<file path="src/shared/cals_pkg.sv">
// shared constants, types and decode for the core
package cals_pkg;

  localparam int PC_W = 12;
  localparam int DATA_W = 8;
  localparam int STACK_DEPTH = 6;

  localparam logic [PC_W-1:0] RESET_PC = 12'h000;
  localparam logic [PC_W-1:0] PC_STEP_ONE = 12'h001;
  localparam logic [PC_W-1:0] PC_STEP_TWO = 12'h002;
  localparam logic [PC_W-1:0] PC_STEP_THREE = 12'h003;
  localparam logic [DATA_W-1:0] DATA_ZERO = 8'h00;

  // working registers in data space
  localparam logic [7:0] ADDR_POINTER_ONE = 8'h80;
  localparam logic [7:0] ADDR_POINTER_SECOND = 8'h81;
  localparam logic [7:0] ADDR_SHORT_REG_THIRD = 8'h82;
  localparam logic [7:0] ADDR_SHORT_REG_FOURTH = 8'h83;
  localparam logic [7:0] WORK_RESET = 8'h00;

  // opcode field positions
  localparam int OP_CLASS_MSB = 7;
  localparam int OP_CLASS_LSB = 4;
  localparam int OP_TEST_LSB = 5;
  localparam int OP_DIR_BIT = 4;
  localparam int OP_PTR_BIT = 4;
  localparam int OP_MAG_MSB = 3;
  localparam int OP_SENSE_BIT = 3;
  localparam int OP_BITNUM_MSB = 2;
  localparam int OP_SHORT_MSB = 1;

  // high nibble classes; opcodes below 80h are relative branches
  localparam logic [3:0] NIB_LONG_JUMP = 4'h8;
  localparam logic [3:0] NIB_CALL = 4'h9;
  localparam logic [3:0] NIB_BIT_DIRECT = 4'hA;
  localparam logic [3:0] NIB_BIT_TEST = 4'hB;
  localparam logic [3:0] NIB_IND_ONE = 4'hC;
  localparam logic [3:0] NIB_IND_TWO = 4'hD;
  localparam logic [3:0] NIB_SHORT = 4'hE;
  localparam logic [3:0] NIB_MISC = 4'hF;
  // low nibble selectors
  localparam logic [3:0] LOW_IND_LOAD = 4'h0;
  localparam logic [3:0] LOW_IND_STORE = 4'h1;
  localparam logic [3:0] LOW_DIR_LOAD = 4'h0;
  localparam logic [3:0] LOW_DIR_STORE = 4'h1;
  localparam logic [3:0] LOW_CONST_ACC = 4'h2;
  localparam logic [3:0] LOW_CONST_MEM = 4'h3;
  localparam logic [3:0] LOW_RET = 4'h5;
  localparam logic [1:0] SHORT_LOAD = 2'h0;
  localparam logic [1:0] SHORT_STORE = 2'h1;

  // relative branch test types
  localparam logic [2:0] TEST_CARRY_SET = 3'h0;
  localparam logic [2:0] TEST_CARRY_CLEAR = 3'h1;
  localparam logic [2:0] TEST_ZERO_SET = 3'h2;
  localparam logic [2:0] TEST_ZERO_CLEAR = 3'h3;

  // cycles per instruction
  localparam logic [2:0] CYC_LOAD = 3'h4;
  localparam logic [2:0] CYC_RELATIVE = 3'h2;
  localparam logic [2:0] CYC_BIT_TEST = 3'h5;
  localparam logic [2:0] CYC_BIT_DIRECT = 3'h4;
  localparam logic [2:0] CYC_EXTENDED = 3'h4;
  localparam logic [2:0] CYC_CONTROL = 3'h2;

  typedef enum logic [3:0] {
    CL_RELATIVE = 4'b0000,
    CL_LONG_JUMP = 4'b0001,
    CL_CALL = 4'b0010,
    CL_BIT_DIRECT = 4'b0011,
    CL_BIT_TEST = 4'b0100,
    CL_LOAD_IND = 4'b0101,
    CL_STORE_IND = 4'b0110,
    CL_LOAD_SHORT = 4'b0111,
    CL_STORE_SHORT = 4'b1000,
    CL_LOAD_DIR = 4'b1001,
    CL_STORE_DIR = 4'b1010,
    CL_CONST_ACC = 4'b1011,
    CL_CONST_MEM = 4'b1100,
    CL_NOP = 4'b1101,
    CL_RET = 4'b1110
  } cals_class_t;

  typedef enum logic [2:0] {
    ST_FETCH = 3'b000,
    ST_OP = 3'b001,
    ST_B2 = 3'b010,
    ST_B3 = 3'b011,
    ST_MEM = 3'b100,
    ST_PAD = 3'b101
  } cals_state_t;

  typedef struct packed {
    cals_class_t kind;
    logic [2:0] cycles;
  } cals_dec_t;

  typedef struct packed {
    logic [7:0] addr;
    logic [DATA_W-1:0] wrData;
    logic wrEn;
  } cals_data_bus_t;

  function automatic cals_dec_t cals_decode(input logic [7:0] op);
    cals_dec_t d;
    logic [3:0] nib;
    logic [3:0] low;
    nib = op[OP_CLASS_MSB:OP_CLASS_LSB];
    low = op[OP_MAG_MSB:0];
    d = '{CL_NOP, CYC_CONTROL};
    if (!op[OP_CLASS_MSB]) begin
      d = '{CL_RELATIVE, CYC_RELATIVE};
    end else begin
      case (nib)
        NIB_LONG_JUMP: d = '{CL_LONG_JUMP, CYC_EXTENDED};
        NIB_CALL: d = '{CL_CALL, CYC_EXTENDED};
        NIB_BIT_DIRECT: d = '{CL_BIT_DIRECT, CYC_BIT_DIRECT};
        NIB_BIT_TEST: d = '{CL_BIT_TEST, CYC_BIT_TEST};
        NIB_IND_ONE, NIB_IND_TWO: begin
          if (low == LOW_IND_LOAD) d = '{CL_LOAD_IND, CYC_LOAD};
          else if (low == LOW_IND_STORE) d = '{CL_STORE_IND, CYC_LOAD};
        end
        NIB_SHORT: begin
          if (low[OP_MAG_MSB:OP_BITNUM_MSB] == SHORT_LOAD) d = '{CL_LOAD_SHORT, CYC_LOAD};
          else if (low[OP_MAG_MSB:OP_BITNUM_MSB] == SHORT_STORE) d = '{CL_STORE_SHORT, CYC_LOAD};
        end
        NIB_MISC: begin
          case (low)
            LOW_DIR_LOAD: d = '{CL_LOAD_DIR, CYC_LOAD};
            LOW_DIR_STORE: d = '{CL_STORE_DIR, CYC_LOAD};
            LOW_CONST_ACC: d = '{CL_CONST_ACC, CYC_LOAD};
            LOW_CONST_MEM: d = '{CL_CONST_MEM, CYC_LOAD};
            LOW_RET: d = '{CL_RET, CYC_CONTROL};
            default: d = '{CL_NOP, CYC_CONTROL};
          endcase
        end
        default: d = '{CL_NOP, CYC_CONTROL};
      endcase
    end
    return d;
  endfunction : cals_decode

endpackage : cals_pkg
</file>
<file path="src/hdl/cals_core.sv">
// operand addressing and load/store execution core
// Notes on behaviour
// - bit force copies old bit into carry
// - separate program, data, six-cell stack spaces
// - immediate operand is byte after opcode or after address
// - direct address byte reaches all data
// - one-byte short direct picks 80h-83h register
// - extended target joins opcode nibble and byte
// - relative branch spans -15 to +16
// - relative opcode: test, direction, magnitude fields
// - bit number in opcode, address follows
// - bit test: opcode, address, signed displacement
// - indirect through pointer chosen by bit 4
// - inherent instructions are single byte only
// - loads and stores move accumulator and memory
// - four cycles, byte counts, zero/carry effects
`timescale 1ns/10ps
module cals_core (
  // clock and reset
  input wire logic core_clk,
  input wire logic sys_rst,
  // program memory
  output logic [cals_pkg::PC_W-1:0] progAddr,
  input wire logic [7:0] progData,
  // data space memory
  output logic [7:0] dataAddr,
  output logic [cals_pkg::DATA_W-1:0] dataWrData,
  output logic dataWrEn,
  input wire logic [cals_pkg::DATA_W-1:0] dataRdData,
  // core state
  output logic [cals_pkg::DATA_W-1:0] accumulator,
  output logic zeroFlag,
  output logic carryFlag,
  output logic instrDone
);

  ////////////////////////////////////////////////////////////////////////////////
  // state

  cals_pkg::cals_state_t state, next_state;
  logic [cals_pkg::PC_W-1:0] pc, next_pc;
  logic [cals_pkg::PC_W-1:0] next_progAddr;
  logic [2:0] phase, next_phase;
  logic [7:0] op, next_op;
  logic [7:0] b2, next_b2;
  logic [cals_pkg::DATA_W-1:0] next_acc;
  logic next_zero, next_carry;
  logic [cals_pkg::DATA_W-1:0] workReg [0:3];
  logic hitPending;
  logic [1:0] hitIdx;
  logic rdReq, wrReq, push, pop, done;
  logic [7:0] rdAddr, wrAddr;
  logic [cals_pkg::DATA_W-1:0] wrVal;
  logic [cals_pkg::PC_W-1:0] target, pushVal, stackTop;
  cals_pkg::cals_data_bus_t next_bus;

  ////////////////////////////////////////////////////////////////////////////////
  // decode and selection

  function automatic logic isWork(input logic [7:0] addr);
    return addr[7:2] == cals_pkg::ADDR_POINTER_ONE[7:2];
  endfunction : isWork

  function automatic logic [7:0] workAddr(input logic [1:0] idx);
    return {cals_pkg::ADDR_POINTER_ONE[7:2], idx};
  endfunction : workAddr

  function automatic logic isZero(input logic [cals_pkg::DATA_W-1:0] v);
    return v == cals_pkg::DATA_ZERO;
  endfunction : isZero

  wire [7:0] curOp = (state == cals_pkg::ST_OP) ? progData : op;
  wire cals_pkg::cals_dec_t dec = cals_pkg::cals_decode(curOp);
  wire [2:0] lastPhase = dec.cycles - 3'h1;
  wire [2:0] bitNum = curOp[cals_pkg::OP_BITNUM_MSB:0];
  wire [3:0] magnitude = curOp[cals_pkg::OP_MAG_MSB:0];
  wire [2:0] testType = curOp[7:cals_pkg::OP_TEST_LSB];
  wire [1:0] shortIdx = curOp[cals_pkg::OP_SHORT_MSB:0];
  wire [7:0] pointerVal = workReg[{1'b0, curOp[cals_pkg::OP_PTR_BIT]}];
  // internal working registers answer in place of data memory
  wire [cals_pkg::DATA_W-1:0] rdValue = hitPending ? workReg[hitIdx] : dataRdData;
  wire oldBit = rdValue[bitNum];
  wire [cals_pkg::DATA_W-1:0] bitMask = cals_pkg::DATA_W'(1) << bitNum;
  // test type field picks the condition
  wire relTaken = (testType == cals_pkg::TEST_CARRY_SET) ? carryFlag :
    (testType == cals_pkg::TEST_CARRY_CLEAR) ? !carryFlag :
    (testType == cals_pkg::TEST_ZERO_SET) ? zeroFlag :
    (testType == cals_pkg::TEST_ZERO_CLEAR) ? !zeroFlag : 1'b0;
  // forward adds magnitude plus one, backward subtracts magnitude
  wire [cals_pkg::PC_W-1:0] relTarget = curOp[cals_pkg::OP_DIR_BIT] ?
    pc - {8'h00, magnitude} :
    pc + cals_pkg::PC_STEP_ONE + {8'h00, magnitude};
  // nibble as upper part, second byte as lower
  wire [cals_pkg::PC_W-1:0] extTarget = {curOp[cals_pkg::OP_MAG_MSB:0], progData};
  wire [cals_pkg::PC_W-1:0] testTarget = pc + cals_pkg::PC_STEP_ONE + {{4{progData[7]}}, progData};
  wire testTaken = curOp[cals_pkg::OP_SENSE_BIT] ? oldBit : !oldBit;

  ////////////////////////////////////////////////////////////////////////////////
  // sequencing

  always_comb begin
    next_state = state;
    next_pc = pc;
    next_progAddr = progAddr;
    next_phase = phase + 3'h1;
    next_op = op;
    next_b2 = b2;
    next_acc = accumulator;
    next_zero = zeroFlag;
    next_carry = carryFlag;
    rdReq = 1'b0;
    rdAddr = dataAddr;
    wrReq = 1'b0;
    wrAddr = dataAddr;
    wrVal = dataWrData;
    push = 1'b0;
    pop = 1'b0;
    pushVal = pc + cals_pkg::PC_STEP_TWO;
    done = 1'b0;
    target = pc;
    case (state)
      cals_pkg::ST_FETCH: begin
        // prefetch the next byte so operands stream one per cycle
        next_progAddr = pc + cals_pkg::PC_STEP_ONE;
        next_state = cals_pkg::ST_OP;
      end
      cals_pkg::ST_OP: begin
        next_op = progData;
        next_progAddr = pc + cals_pkg::PC_STEP_TWO;
        next_state = cals_pkg::ST_B2;
        target = pc + cals_pkg::PC_STEP_ONE;
        case (dec.kind)
          cals_pkg::CL_RELATIVE: begin
            done = 1'b1;
            target = relTaken ? relTarget : pc + cals_pkg::PC_STEP_ONE;
          end
          cals_pkg::CL_LOAD_IND: begin
            rdReq = 1'b1;
            rdAddr = pointerVal;
            next_state = cals_pkg::ST_MEM;
          end
          cals_pkg::CL_STORE_IND, cals_pkg::CL_STORE_SHORT: begin
            // accumulator to pointed or short byte
            wrReq = 1'b1;
            wrAddr = (dec.kind == cals_pkg::CL_STORE_IND) ? pointerVal : workAddr(shortIdx);
            wrVal = accumulator;
            next_zero = isZero(accumulator);
            done = 1'b1;
          end
          cals_pkg::CL_LOAD_SHORT: begin
            next_acc = workReg[shortIdx];
            next_zero = isZero(workReg[shortIdx]);
            done = 1'b1;
          end
          cals_pkg::CL_NOP: done = 1'b1;
          cals_pkg::CL_RET: begin
            pop = 1'b1;
            target = stackTop;
            done = 1'b1;
          end
          default: next_state = cals_pkg::ST_B2;
        endcase
      end
      cals_pkg::ST_B2: begin
        next_b2 = progData;
        next_state = cals_pkg::ST_MEM;
        target = pc + cals_pkg::PC_STEP_TWO;
        case (dec.kind)
          cals_pkg::CL_LONG_JUMP, cals_pkg::CL_CALL: begin
            push = (dec.kind == cals_pkg::CL_CALL);
            target = extTarget;
            done = 1'b1;
          end
          cals_pkg::CL_BIT_DIRECT, cals_pkg::CL_LOAD_DIR, cals_pkg::CL_BIT_TEST: begin
            // second byte is the data address
            rdReq = 1'b1;
            rdAddr = progData;
            if (dec.kind == cals_pkg::CL_BIT_TEST) next_state = cals_pkg::ST_B3;
          end
          cals_pkg::CL_STORE_DIR: begin
            wrReq = 1'b1;
            wrAddr = progData;
            wrVal = accumulator;
            next_zero = isZero(accumulator);
            done = 1'b1;
          end
          cals_pkg::CL_CONST_ACC: begin
            // operand is the byte after the opcode
            next_acc = progData;
            next_zero = isZero(progData);
            done = 1'b1;
          end
          cals_pkg::CL_CONST_MEM: next_state = cals_pkg::ST_B3;
          default: done = 1'b1;
        endcase
      end
      cals_pkg::ST_B3: begin
        done = 1'b1;
        if (dec.kind == cals_pkg::CL_BIT_TEST) begin
          // untaken test falls past all three bytes
          next_carry = oldBit;
          target = testTaken ? testTarget : pc + cals_pkg::PC_STEP_THREE;
        end else begin
          // constant into any data byte, zero untouched
          wrReq = 1'b1;
          wrAddr = b2;
          wrVal = progData;
          target = pc + cals_pkg::PC_STEP_THREE;
        end
      end
      cals_pkg::ST_MEM: begin
        done = 1'b1;
        target = (dec.kind == cals_pkg::CL_LOAD_IND) ? pc + cals_pkg::PC_STEP_ONE : pc + cals_pkg::PC_STEP_TWO;
        if (dec.kind == cals_pkg::CL_BIT_DIRECT) begin
          next_carry = oldBit;
          wrReq = 1'b1;
          wrAddr = b2;
          wrVal = curOp[cals_pkg::OP_SENSE_BIT] ? (rdValue & ~bitMask) : (rdValue | bitMask);
        end else begin
          next_acc = rdValue;
          next_zero = isZero(rdValue);
        end
      end
      cals_pkg::ST_PAD: begin
        done = 1'b1;
      end
      default: next_state = cals_pkg::ST_FETCH;
    endcase
    // hold every instruction to its cycle count
    if (done) begin
      next_pc = target;
      if (phase >= lastPhase) begin
        next_state = cals_pkg::ST_FETCH;
        next_progAddr = target;
        next_phase = 3'h0;
      end else begin
        next_state = cals_pkg::ST_PAD;
      end
    end
  end

  assign next_bus.addr = wrReq ? wrAddr : (rdReq ? rdAddr : dataAddr);
  assign next_bus.wrData = wrReq ? wrVal : dataWrData;
  assign next_bus.wrEn = wrReq && !isWork(wrAddr);

  ////////////////////////////////////////////////////////////////////////////////
  // registers

  always_ff @(posedge core_clk) begin
    if (sys_rst) begin
      state <= cals_pkg::ST_FETCH;
      pc <= cals_pkg::RESET_PC;
      progAddr <= cals_pkg::RESET_PC;
      phase <= 3'h0;
      op <= 8'h00;
      b2 <= 8'h00;
      accumulator <= cals_pkg::DATA_ZERO;
      zeroFlag <= 1'b0;
      carryFlag <= 1'b0;
      dataAddr <= 8'h00;
      dataWrData <= cals_pkg::DATA_ZERO;
      dataWrEn <= 1'b0;
      hitPending <= 1'b0;
      hitIdx <= 2'h0;
      instrDone <= 1'b0;
    end else begin
      state <= next_state;
      pc <= next_pc;
      progAddr <= next_progAddr;
      phase <= next_phase;
      op <= next_op;
      b2 <= next_b2;
      accumulator <= next_acc;
      zeroFlag <= next_zero;
      carryFlag <= next_carry;
      {dataAddr, dataWrData, dataWrEn} <= next_bus;
      hitPending <= rdReq && isWork(rdAddr);
      hitIdx <= rdAddr[1:0];
      instrDone <= done && (phase >= lastPhase);
    end
  end

  // working registers live in the core at 80h-83h
  always_ff @(posedge core_clk) begin
    if (sys_rst) begin
      for (int i = 0; i < 4; i++) begin
        workReg[i] <= cals_pkg::WORK_RESET;
      end
    end else if (wrReq && isWork(wrAddr)) begin
      workReg[wrAddr[1:0]] <= wrVal;
    end
  end

  ////////////////////////////////////////////////////////////////////////////////
  // return stack

  // six return cells of program counter width
  cals_return_stack #(
    .DEPTH(cals_pkg::STACK_DEPTH),
    .WIDTH(cals_pkg::PC_W)
  ) u_stack (
    .core_clk(core_clk),
    .sys_rst(sys_rst),
    .push(push),
    .pop(pop),
    .pushData(pushVal),
    .topData(stackTop)
  );

endmodule : cals_core

</file>
<file path="src/hdl/cals_return_stack.sv">
// six-cell return address stack
`timescale 1ns/10ps
module cals_return_stack #(
  parameter int DEPTH = cals_pkg::STACK_DEPTH,
  parameter int WIDTH = cals_pkg::PC_W
) (
  // clock and reset
  input wire logic core_clk,
  input wire logic sys_rst,
  // stack operations
  input wire logic push,
  input wire logic pop,
  input wire logic [WIDTH-1:0] pushData,
  output logic [WIDTH-1:0] topData
);

  localparam int PTR_W = $clog2(DEPTH);
  localparam logic [PTR_W-1:0] PTR_LAST = PTR_W'(DEPTH - 1);
  localparam logic [PTR_W-1:0] PTR_ONE = PTR_W'(1);

  logic [WIDTH-1:0] cells [0:DEPTH-1];
  logic [PTR_W-1:0] ptr;
  logic [PTR_W-1:0] topIdx;

  // ptr points at the next free cell; a seventh nested call overwrites the oldest
  assign topIdx = (ptr == '0) ? PTR_LAST : ptr - PTR_ONE;
  assign topData = cells[topIdx];

  always_ff @(posedge core_clk) begin
    if (sys_rst) begin
      ptr <= '0;
    end else if (push) begin
      cells[ptr] <= pushData;
      ptr <= (ptr == PTR_LAST) ? '0 : ptr + PTR_ONE;
    end else if (pop) begin
      ptr <= topIdx;
    end
  end

endmodule : cals_return_stack

</file>
<file path="config.mk">
export PLATFORM = sky130hd
export DESIGN_NAME = cals_core
export DESIGN_NICKNAME = d
export VERILOG_FILES = /design/src/shared/cals_pkg.sv /design/src/hdl/cals_core.sv /design/src/hdl/cals_return_stack.sv
export SDC_FILE = /design/constraint.sdc
export NUM_CORES = 1
export LEC_CHECK = 0
export BUFFER_PORTS_ARGS = -buffer_cell sky130_fd_sc_hd__buf_2
export CORE_MARGIN = 5
export CORE_UTILIZATION = 60
export CTS_CLUSTER_SIZE = 10
export DETAILED_ROUTE_END_ITERATION = 10
export PLACE_DENSITY_LB_ADDON = 0.08
export SLEW_MARGIN = 10
export SYNTH_ARGS = -nofsm -noshare
export SYNTH_HDL_FRONTEND = slang
export SYNTH_SLANG_ARGS = --single-unit
</file>
<file path="constraint.sdc">
create_clock -name core_clk -period 14.6 [get_ports core_clk]
set_clock_uncertainty 0.1 [all_clocks]
set_input_delay 3.65 -clock core_clk [delete_from_list [all_inputs] [get_ports core_clk]]
set_output_delay 3.65 -clock core_clk [all_outputs]
set_load 0.01 [all_outputs]
</file>
==> results.toml, run 1 <==
[hold_path]
hold_class = "register to register"

[clock_network]
post_cts_buffers = 0
cts_resized = 0
cts_hold_buffers = 0
cts_root_buf = "clkbuf_16"
cts.htree.levels = 4
clk_latency_ns = 0.46
cts.clk_slew.worst_paths_ns = 0.08
numCtsBuffers = 17
cts_tree = "done"
cts_sinks = 184
cts_buffer_depth = 2

[floorplanning]
die_h_um = 155
core_area_um2 = 20800
io_pins = 58
die_x_um = 155
fp-row-count = 53
initial_utilization = 0.605
dieArea_um2 = 24000

[global_route]
grt_max_degree = 75
grt_overflow = 0
grt_pass1_vias = 11100
antenna_found_initial = 0
grt_usage = 0.361
grt_pass1_wl_mm = 66.3

[setup_path]
max_stage_delay_ns = 0.87
cp_slowest_cell = "a211oi_2"
cp_max_fo = 19
arrival_ns = 8.19
crit_type = "primary input to register"
cp-start-kind = "primary input"
required_ns = 14.61
crit_chain = "buf_2, and4bb_2, a221oi_1, o31a_1, a211oi_2, nor4_2, o22ai_1, buf_4, a22oi_1, nand3_1, or3_1, nand2_1"
crit_family = "compound AO/OA/AOI/OAI gates"
cp-end-kind = "register"
critical_path_buf_inv_count = 2

[yosys]
synth_warnings = 0
ys_seq_elements = 184
synth-simple-area-share = 0.189
synthCells = 1384
ys_types = 103
synth_edf_count = 104
synth-adder-area-share = 0.0270
synth_nets = 1427
synth_top_family_by_area = "compound AO/OA/AOI/OAI gates"
synthesis.area_um2 = 12600
synthXorXnorAreaFrac = 0.0452
synth_flop_cell = "edfxtp_1"
async_flop_share = 0
seq_area_frac_synth = 0.375
synth_compound_area_frac = 0.201
muxShareOfSynthArea = 0.114
syn_area_per_cell_um2 = 9.11

[finish]
layout.area.seq_um2 = 4720
design_area_um2 = 13600
nFillCells = 1749
area_growth_pct = 7.98
utilization = 0.654
finalNetCount = 1424
final_common_cell = "nor2_1"
final_cell_mix = "nor2_1 (177), nand2_1 (122), edfxtp_1 (104), a21oi_1 (94), dfxtp_1 (80)"
stdcell_count = 1669
diodes = 0
drive_above_1_share = 0.146
multi_input_area_um2 = 7290

[placement]
place_inst = 1637
gp_congestion = 0.977
hpwl_mm = 31.2
dp_slack_ns = 6.12
place_area_um2 = 13000
portBuffers = 57

[pwr]
switching_share = 0.478
p_comb_frac = 0.528
cell_internal_pwr_mw = 1.32
power.leakage_nw = 5.04
p_per_area_nw_per_um2 = 186
pwr-share-clk = 0.191
peakVddDrop_mv = 0.142
p_total_mw = 2.53
p_switching_mw = 1.21
pwr-share-seq = 0.282

[timing]
final.setup.worst_slack_ns = 6.42
maxSlewViolCount = 0
grt_setup_unrepaired = "false"
fin_crit_ns = 8.18
holdWs_ns = 0.360
slew_headroom = 0.194
fin_crit_sh = 0.560
setup_viol_count_final = 0
clock.fmax_mhz = 122
fin_setup_tns_ns = 0
hold_viol = 0
tightest_slew_ns = 1.20

[status]
status = "finished, final reports clean"

[run]
drv_cap = 0

[routing]
drc_errors = 0
drt-total-wl_mm = 43.7
dr.first_iter.drc_count = 1657
postRouteAntennaNets = 0
vias_per_cell = 7.06
num_vias = 11800
firstDrtPassIters = 7
wire_per_inst_um = 26.2
==> cell families (layout without fill, tap and decap cells) <==
kind of cell,after synthesis,after routing
buffers and inverters,145,155
AO/OA/AOI/OAI,356,356
XOR/XNOR,65,65
multiplexers,110,110
flip-flops,184,184
adder cells (fa/ha/maj),27,27
AND/OR/NAND/NOR,497,497
==> power groups by stage <==
stage / Combinational [mW] / Sequential [mW] / Clock (mW)
after CTS: 1.29 / 0.707 / 0.484
after global placement: 1.27 / 0.718 / 0
after global routing: 1.41 / 0.717 / 0.508
after detailed placement: 1.28 / 0.719 / 0
final: 1.33 / 0.712 / 0.482
after floorplan: 0.947 / 0.669 / 0
==> cell usage after synthesis, types with 6 or more instances <==
cell	n	area (um^2)
mux4_2	21	473
nor2b_1	7	43.8
a211oi_1	38	285
or3_1	15	93.8
a21o_1	11	82.6
mux2_2	15	169
a31oi_1	10	62.6
a21oi_1	94	470
nor4b_1	6	52.6
nor3_1	45	225
o22ai_1	7	43.8
buf_2	11	55.1
mux2i_1	68	681
edfxtp_1	104	3120
nor2_2	8	50.1
o211ai_1	11	82.6
a221oi_1	15	131
nand3_1	30	150
nor2_1	177	664
o221ai_1	15	131
dfxtp_1	80	1600
ha_1	24	300
nand2b_1	13	81.3
nand3b_1	6	45.0
and3_1	9	56.3
clkbuf_1	76	285
o32ai_1	6	52.6
o21ai_0	55	275
nand2_1	122	458
buf_6	7	78.8
nor4_1	10	62.6
nor3b_1	6	45.0
nand4_1	10	62.6
xnor2_1	48	420
inv_1	37	139
buf_1	9	33.8
xor2_1	17	149
==> worst paths after layout <==
| kind | slack, ns | from | to | cells after the start |
|---|---|---|---|---|
| max | 6.42 | progData[6] | workReg[0][1] | 12 |
| min reg2reg | 0.36 | phase[0] | phase[0] | 1 |
| min | 0.36 | phase[0] | phase[0] | 1 |
| max reg2reg | 8.61 | state[2] | workReg[0][1] | 12 |
==> layer usage <==
layer | track usage | wire (um) | vias to the layer above
met3 | 0.0812 | 4710 | 184
li1 | - | - | 5182
met5 | 0 | 0 | -
met4 | 0.170 | 2500 | 0
met2 | 0.567 | 19600 | 860
met1 | 0.476 | 16900 | 5554
==> sequential cells by signal (all words and copies together) (netlist names), 3 cells and up, named ones only <==
signal and cells:
accumulator 8, b2 8, dataAddr 8, dataWrData 8
op 8, pc 12, phase 3, progAddr 12
state 3, u_stack.cells 72, u_stack.ptr 3, workReg 32
==> worst register-to-register path, delay by kind of cell (launching register included) <==
| family | cells | cell delay (ns) |
|---|---|---|
| AO/OA/AOI/OAI | 5 | 1.95 |
| AND/OR/NAND/NOR | 5 | 1.93 |
| flip-flops | 1 | 0.91 |
| buffers and inverters | 2 | 0.78 |
==> area by class of cell <==
class / count / share of cell area
inverters: 40 / 0.0110
multi-input cells: 1055 / 0.536
well taps: 275 / 0.0253
clock buffers: 17 / 0.0313
repair buffers: 83 / 0.0353
clock inverters: 15 / 0.0142
flip-flops and latches: 184 / 0.347
Power figures use the tool's default switching activity.
==> run 2: changes to the inputs <==
==> constraint.sdc (replaced) <==
create_clock -name core_clk -period 8.2 [get_ports core_clk]
set_clock_uncertainty 0.1 [all_clocks]
set_input_delay 2.05 -clock core_clk [delete_from_list [all_inputs] [get_ports core_clk]]
set_output_delay 2.05 -clock core_clk [all_outputs]
set_load 0.01 [all_outputs]
==> run 2 against run 1 <==
Effect of this change: final cell count is 0.18% lower; hold slack better by 0.0073 ns; count of clock-buffer cells in the layout is 1 higher; combinational power is 79% higher; setup slack worse by 4.7 ns; die area stayed put; register-to-register slack worse by 6.1 ns; power is 78% higher; non-clock buffer count is 3 lower; sequential power is 77% higher; largest power group unchanged.
==> results.toml, run 2 (synthesis results as in run 1) <==
[setup_path]
crit_family = "simple AND/OR/NAND/NOR gates"
startpoint = "progData[7]"
required_ns = 8.23
cp-start-kind = "primary input"
reg2reg_from = "state[1]"
cp-end-kind = "register"
arrival_ns = 6.49
crit_chain = "buf_2, nor4bb_1, buf_4, nand4_1, o21ai_1, a211oi_2, nor4_2, or4b_1, a22oi_1, nand3_1, or3_1, nand2_1"
max_stage_delay_ns = 0.96
cp_slowest_cell = "a211oi_2"
critical_path_buf_inv_count = 2
cp_max_fo = 15
crit_type = "primary input to register"

[global_route]
grt.met3_usage = 0.0787
grtUsageMet2 = 0.586
grt_pass1_wl_mm = 69.1
grt_pass1_vias = 11300
top_usage_layer = "met2"
antenna_found_initial = 0
grt_max_degree = 74
gr-usage-met1 = 0.498
grt_usage = 0.375
grt_overflow = 0

[clock_network]
clk_latency_ns = 0.45
cts.clk_slew.worst_paths_ns = 0.08
cts_tree = "done"
cts_buffer_depth = 2
numCtsBuffers = 17
cts_resized = 0
cts_sinks = 184
cts.htree.levels = 4
cts_root_buf = "clkbuf_16"
cts_hold_buffers = 0
post_cts_buffers = 0

[routing]
firstDrtPassIters = 6
num_vias = 11900
postRouteAntennaNets = 0
drc_errors = 0
dr.first_iter.drc_count = 1798
drt-total-wl_mm = 45.4
wire_per_inst_um = 27.2
vias_per_cell = 7.13

[pwr]
p_per_area_nw_per_um2 = 331
peakVddDrop_mv = 0.154
power.leakage_nw = 5.02

[hold_path]
hold_class = "register to register"
min_from = "phase[0]"

[floorplanning]
fp-row-count = 53
die_h_um = 155
io_pins = 58
initial_utilization = 0.605
die_x_um = 155
core_area_um2 = 20800
dieArea_um2 = 24000

[timing]
clock.fmax_mhz = 155
slew_headroom = 0.181
maxSlewViolCount = 0
fin_crit_sh = 0.788
hold_viol = 0
fin_crit_ns = 6.46
fin_setup_tns_ns = 0
grt_setup_unrepaired = "false"
tightest_slew_ns = 1.22
setup_viol_count_final = 0

[finish]
final_cell_mix = "nor2_1 (177), nand2_1 (122), edfxtp_1 (104), a21oi_1 (94), dfxtp_1 (80)"
largest_register = "u_stack.cells"
largest_reg_flops = 72
stdcell_count = 1666
final_common_cell = "nor2_1"
design_area_um2 = 13600
area_growth_pct = 7.72
finalNetCount = 1421
top_regs = "u_stack.cells: 72 flops, workReg: 32 flops"
diodes = 0
drive_above_1_share = 0.143

[placement]
hpwl_mm = 32.8
gp_congestion = 1.04
portBuffers = 57
place_inst = 1634
place_area_um2 = 13000

[status]
status = "finished, final reports clean"

[run]
drv_cap = 0
## run 2: per-stage QoR
step                      power [mW]  setup slack, ns  hold slack (ns)  utilization
final                           4.50             1.74            0.368        0.652
after global routing            4.70             1.53            0.391        0.652
after CTS                       4.41             1.83            0.364        0.652
after detailed placement        3.56             1.37            0.352        0.623
after global placement          3.54             1.46            0.348        0.623
after floorplan                 2.88             2.63            0.332            -
## run 2: cell type report
class / instances / area (um^2)
Timing Repair Buffer: 80 / 458
Fill cell: 1769 / 7240
Clock inverter: 14 / 173
Tap cell: 275 / 344
Inverter: 40 / 150
Multi-Input combinational cell: 1055 / 7300
Sequential cell: 184 / 4720
Clock buffer: 18 / 429
## run 2: path summary, 6_finish.rpt
path / end / slack [ns] / depth (start not counted)
worst max-delay path: workReg[0][0] / 1.74 / 12
worst min-delay path: phase[0] / 0.37 / 1
worst max register to register: workReg[0][0] / 2.47 / 11
worst min register to register: phase[0] / 0.37 / 1
## run 2: metal layers
metal,wire [um],vias to the layer above
met3,4780,186
met2,20700,824
met1,17400,5685
met5,0,-
li1,-,5178
met4,2490,0
## run 2: where the power goes
part           internal, mW  total, mW  switching (mW)
combinational         0.814       2.38            1.57
sequential             1.11       1.26           0.156
clock                 0.415      0.852           0.437
==> run 3: changes to the inputs <==
--- a/config.mk
+++ b/config.mk
@@ -7,7 +7,7 @@
 export LEC_CHECK = 0
 export BUFFER_PORTS_ARGS = -buffer_cell sky130_fd_sc_hd__buf_2
 export CORE_MARGIN = 5
-export CORE_UTILIZATION = 60
+export CORE_UTILIZATION = 57
 export CTS_CLUSTER_SIZE = 10
 export DETAILED_ROUTE_END_ITERATION = 10
 export PLACE_DENSITY_LB_ADDON = 0.08
==> constraint.sdc (replaced) <==
create_clock -name core_clk -period 5.5 [get_ports core_clk]
set_clock_uncertainty 0.1 [all_clocks]
set_input_delay 1.375 -clock core_clk [delete_from_list [all_inputs] [get_ports core_clk]]
set_output_delay 1.375 -clock core_clk [all_outputs]
set_load 0.01 [all_outputs]
==> run 3 against run 2 <==
Effect of this change: die area up 4.9%; global-route usage down 1.8 points; hold slack worse by 0.0038 ns; final cell count up 4.2%; critical path type unchanged; critical endpoint is now progAddr[9].
==> results.toml, run 3 (synthesis results as in run 1) <==
[clock_network]
cts_root_buf = "clkbuf_16"
cts.htree.levels = 4
cts_resized = 0
numCtsBuffers = 17
cts_buffer_depth = 2
cts.clk_slew.worst_paths_ns = 0.08
cts_sinks = 184
post_cts_buffers = 0
clk_latency_ns = 0.46
cts_tree = "done"
cts_hold_buffers = 0

[status]
status = "finished, final reports clean"

[floorplanning]
io_pins = 58
dieArea_um2 = 25200
die_h_um = 159
initial_utilization = 0.578
core_area_um2 = 21800
die_x_um = 159
fp-row-count = 54

[finish]
largest_reg_flops = 72
drive_above_1_share = 0.181
final_common_cell = "nor2_1"
area_growth_pct = 11.6
stdcell_count = 1736
top_regs = "u_stack.cells: 72 flops, workReg: 32 flops"
finalNetCount = 1486
largest_register = "u_stack.cells"
diodes = 0
final_cell_mix = "nor2_1 (177), nand2_1 (122), edfxtp_1 (104), a21oi_1 (94), buf_4 (88)"

[timing]
grt_setup_unrepaired = "false"
fin_setup_tns_ns = 0
maxSlewViolCount = 0
hold_viol = 0
fin_crit_sh = 0.880
tightest_slew_ns = 1.14
slew_headroom = 0.235
fin_crit_ns = 4.84
clock.fmax_mhz = 207
setup_viol_count_final = 0

[setup_path]
cp_slowest_cell = "a21oi_1"
worst-path-stages = 11
r2r_slack_ns = 0.66
cp-start-kind = "primary input"
crit_type = "primary input to register"
crit_family = "compound AO/OA/AOI/OAI gates"
max_stage_delay_ns = 0.77
crit_end = "progAddr[9]"
arrival_ns = 5.08
required_ns = 5.74
reg2reg_from = "state[0]"
crit_chain = "buf_2, nor4bb_1, a21oi_1, o21ai_0, a221oi_2, ha_1, ha_1, a21o_1, a21oi_1, or3_1, o311a_1"
cp_max_fo = 14
cp-end-kind = "register"
r2r_cells = 12
critical_path_buf_inv_count = 1
startpoint = "progData[2]"
reg2reg_to = "workReg[2][7]"

[pwr]
p_comb_frac = 0.544
cell_internal_pwr_mw = 3.67
pwr-share-seq = 0.269
p_per_area_nw_per_um2 = 493
p_switching_mw = 3.27
power.leakage_nw = 5.34
switching_share = 0.471
peakVddDrop_mv = 0.259
pwr-share-clk = 0.187

[routing]
firstDrtPassIters = 6
vias_per_cell = 6.90
postRouteAntennaNets = 0
drt-total-wl_mm = 46.6
dr.first_iter.drc_count = 1534
drc_errors = 0
wire_per_inst_um = 26.8
num_vias = 12000

[hold_path]
hold_class = "register to register"

[global_route]
antenna_found_initial = 1
grt_max_degree = 72
grt_usage = 0.357
grt_pass1_wl_mm = 70.1
grt_pass1_vias = 11500
grt_overflow = 0

[placement]
hpwl_mm = 34.1
portBuffers = 57
gp_congestion = 1.06
place_inst = 1704

[run]
drv_cap = 0
## run 3: worst register-to-register path, delay by kind of cell (launching register included)
family	cells	cell delay, ns
compound gates	3	0.48
buf+inv	2	0.67
simple gates	5	1.95
flops	1	0.44
mux	2	0.87
## run 3: power by group through the flow
stage          Clock [mW]  Combinational, mW  Sequential, mW
6_report             1.30               3.77            1.86
3_5_place_dp            0               3.64            1.88
2_1_floorplan           0               2.51            1.78
4_1_cts              1.30               3.66            1.85
3_3_place_gp            0               3.62            1.88
5_1_grt              1.36               4.01            1.88
## run 3: worst min-delay path by stage
stage | startpoint | slack, ns | to | depth (start not counted)
global placement | b2[6] | 0.34 | b2[6] | 2
CTS | b2[7] | 0.36 | b2[7] | 2
detailed placement | b2[7] | 0.35 | b2[7] | 2
global route | b2[7] | 0.37 | b2[7] | 2
floorplan | phase[0] | 0.33 | phase[0] | 1
finish | b2[7] | 0.36 | b2[7] | 2
## run 3: per-stage QoR
stage	instance area [um^2]	util	hold WS, ns	power (mW)	worst slack, ns
2_1_floorplan	12600	-	0.332	4.29	0.609
3_3_place_gp	13500	0.617	0.343	5.50	0.394
3_5_place_dp	13500	0.617	0.349	5.52	0.287
4_1_cts	14100	0.644	0.361	6.82	0.740
5_1_grt	14100	0.644	0.374	7.24	0.423
6_report	14100	0.644	0.364	6.93	0.657
## run 3: layout make-up
| class | count | area [um^2] |
|---|---|---|
| clock inverters | 14 | 173 |
| repair buffers | 145 | 946 |
| fillers | 1821 | 7760 |
| multi-input cells | 1055 | 7290 |
| well taps | 280 | 350 |
| inverters | 40 | 150 |
| flip-flops and latches | 184 | 4720 |
| clock buffers | 18 | 429 |
## run 3: metal layers
layer / vias up / wire [um] / track usage / share of wire
met4: 2 / 2540 / 0.172 / 0.054
met1: 5709 / 18000 / 0.467 / 0.39
li1: 5309 / - / - / -
met3: 188 / 4660 / 0.0759 / 0.10
met2: 777 / 21400 / 0.565 / 0.46
met5: - / 13 / 0 / 0.00028
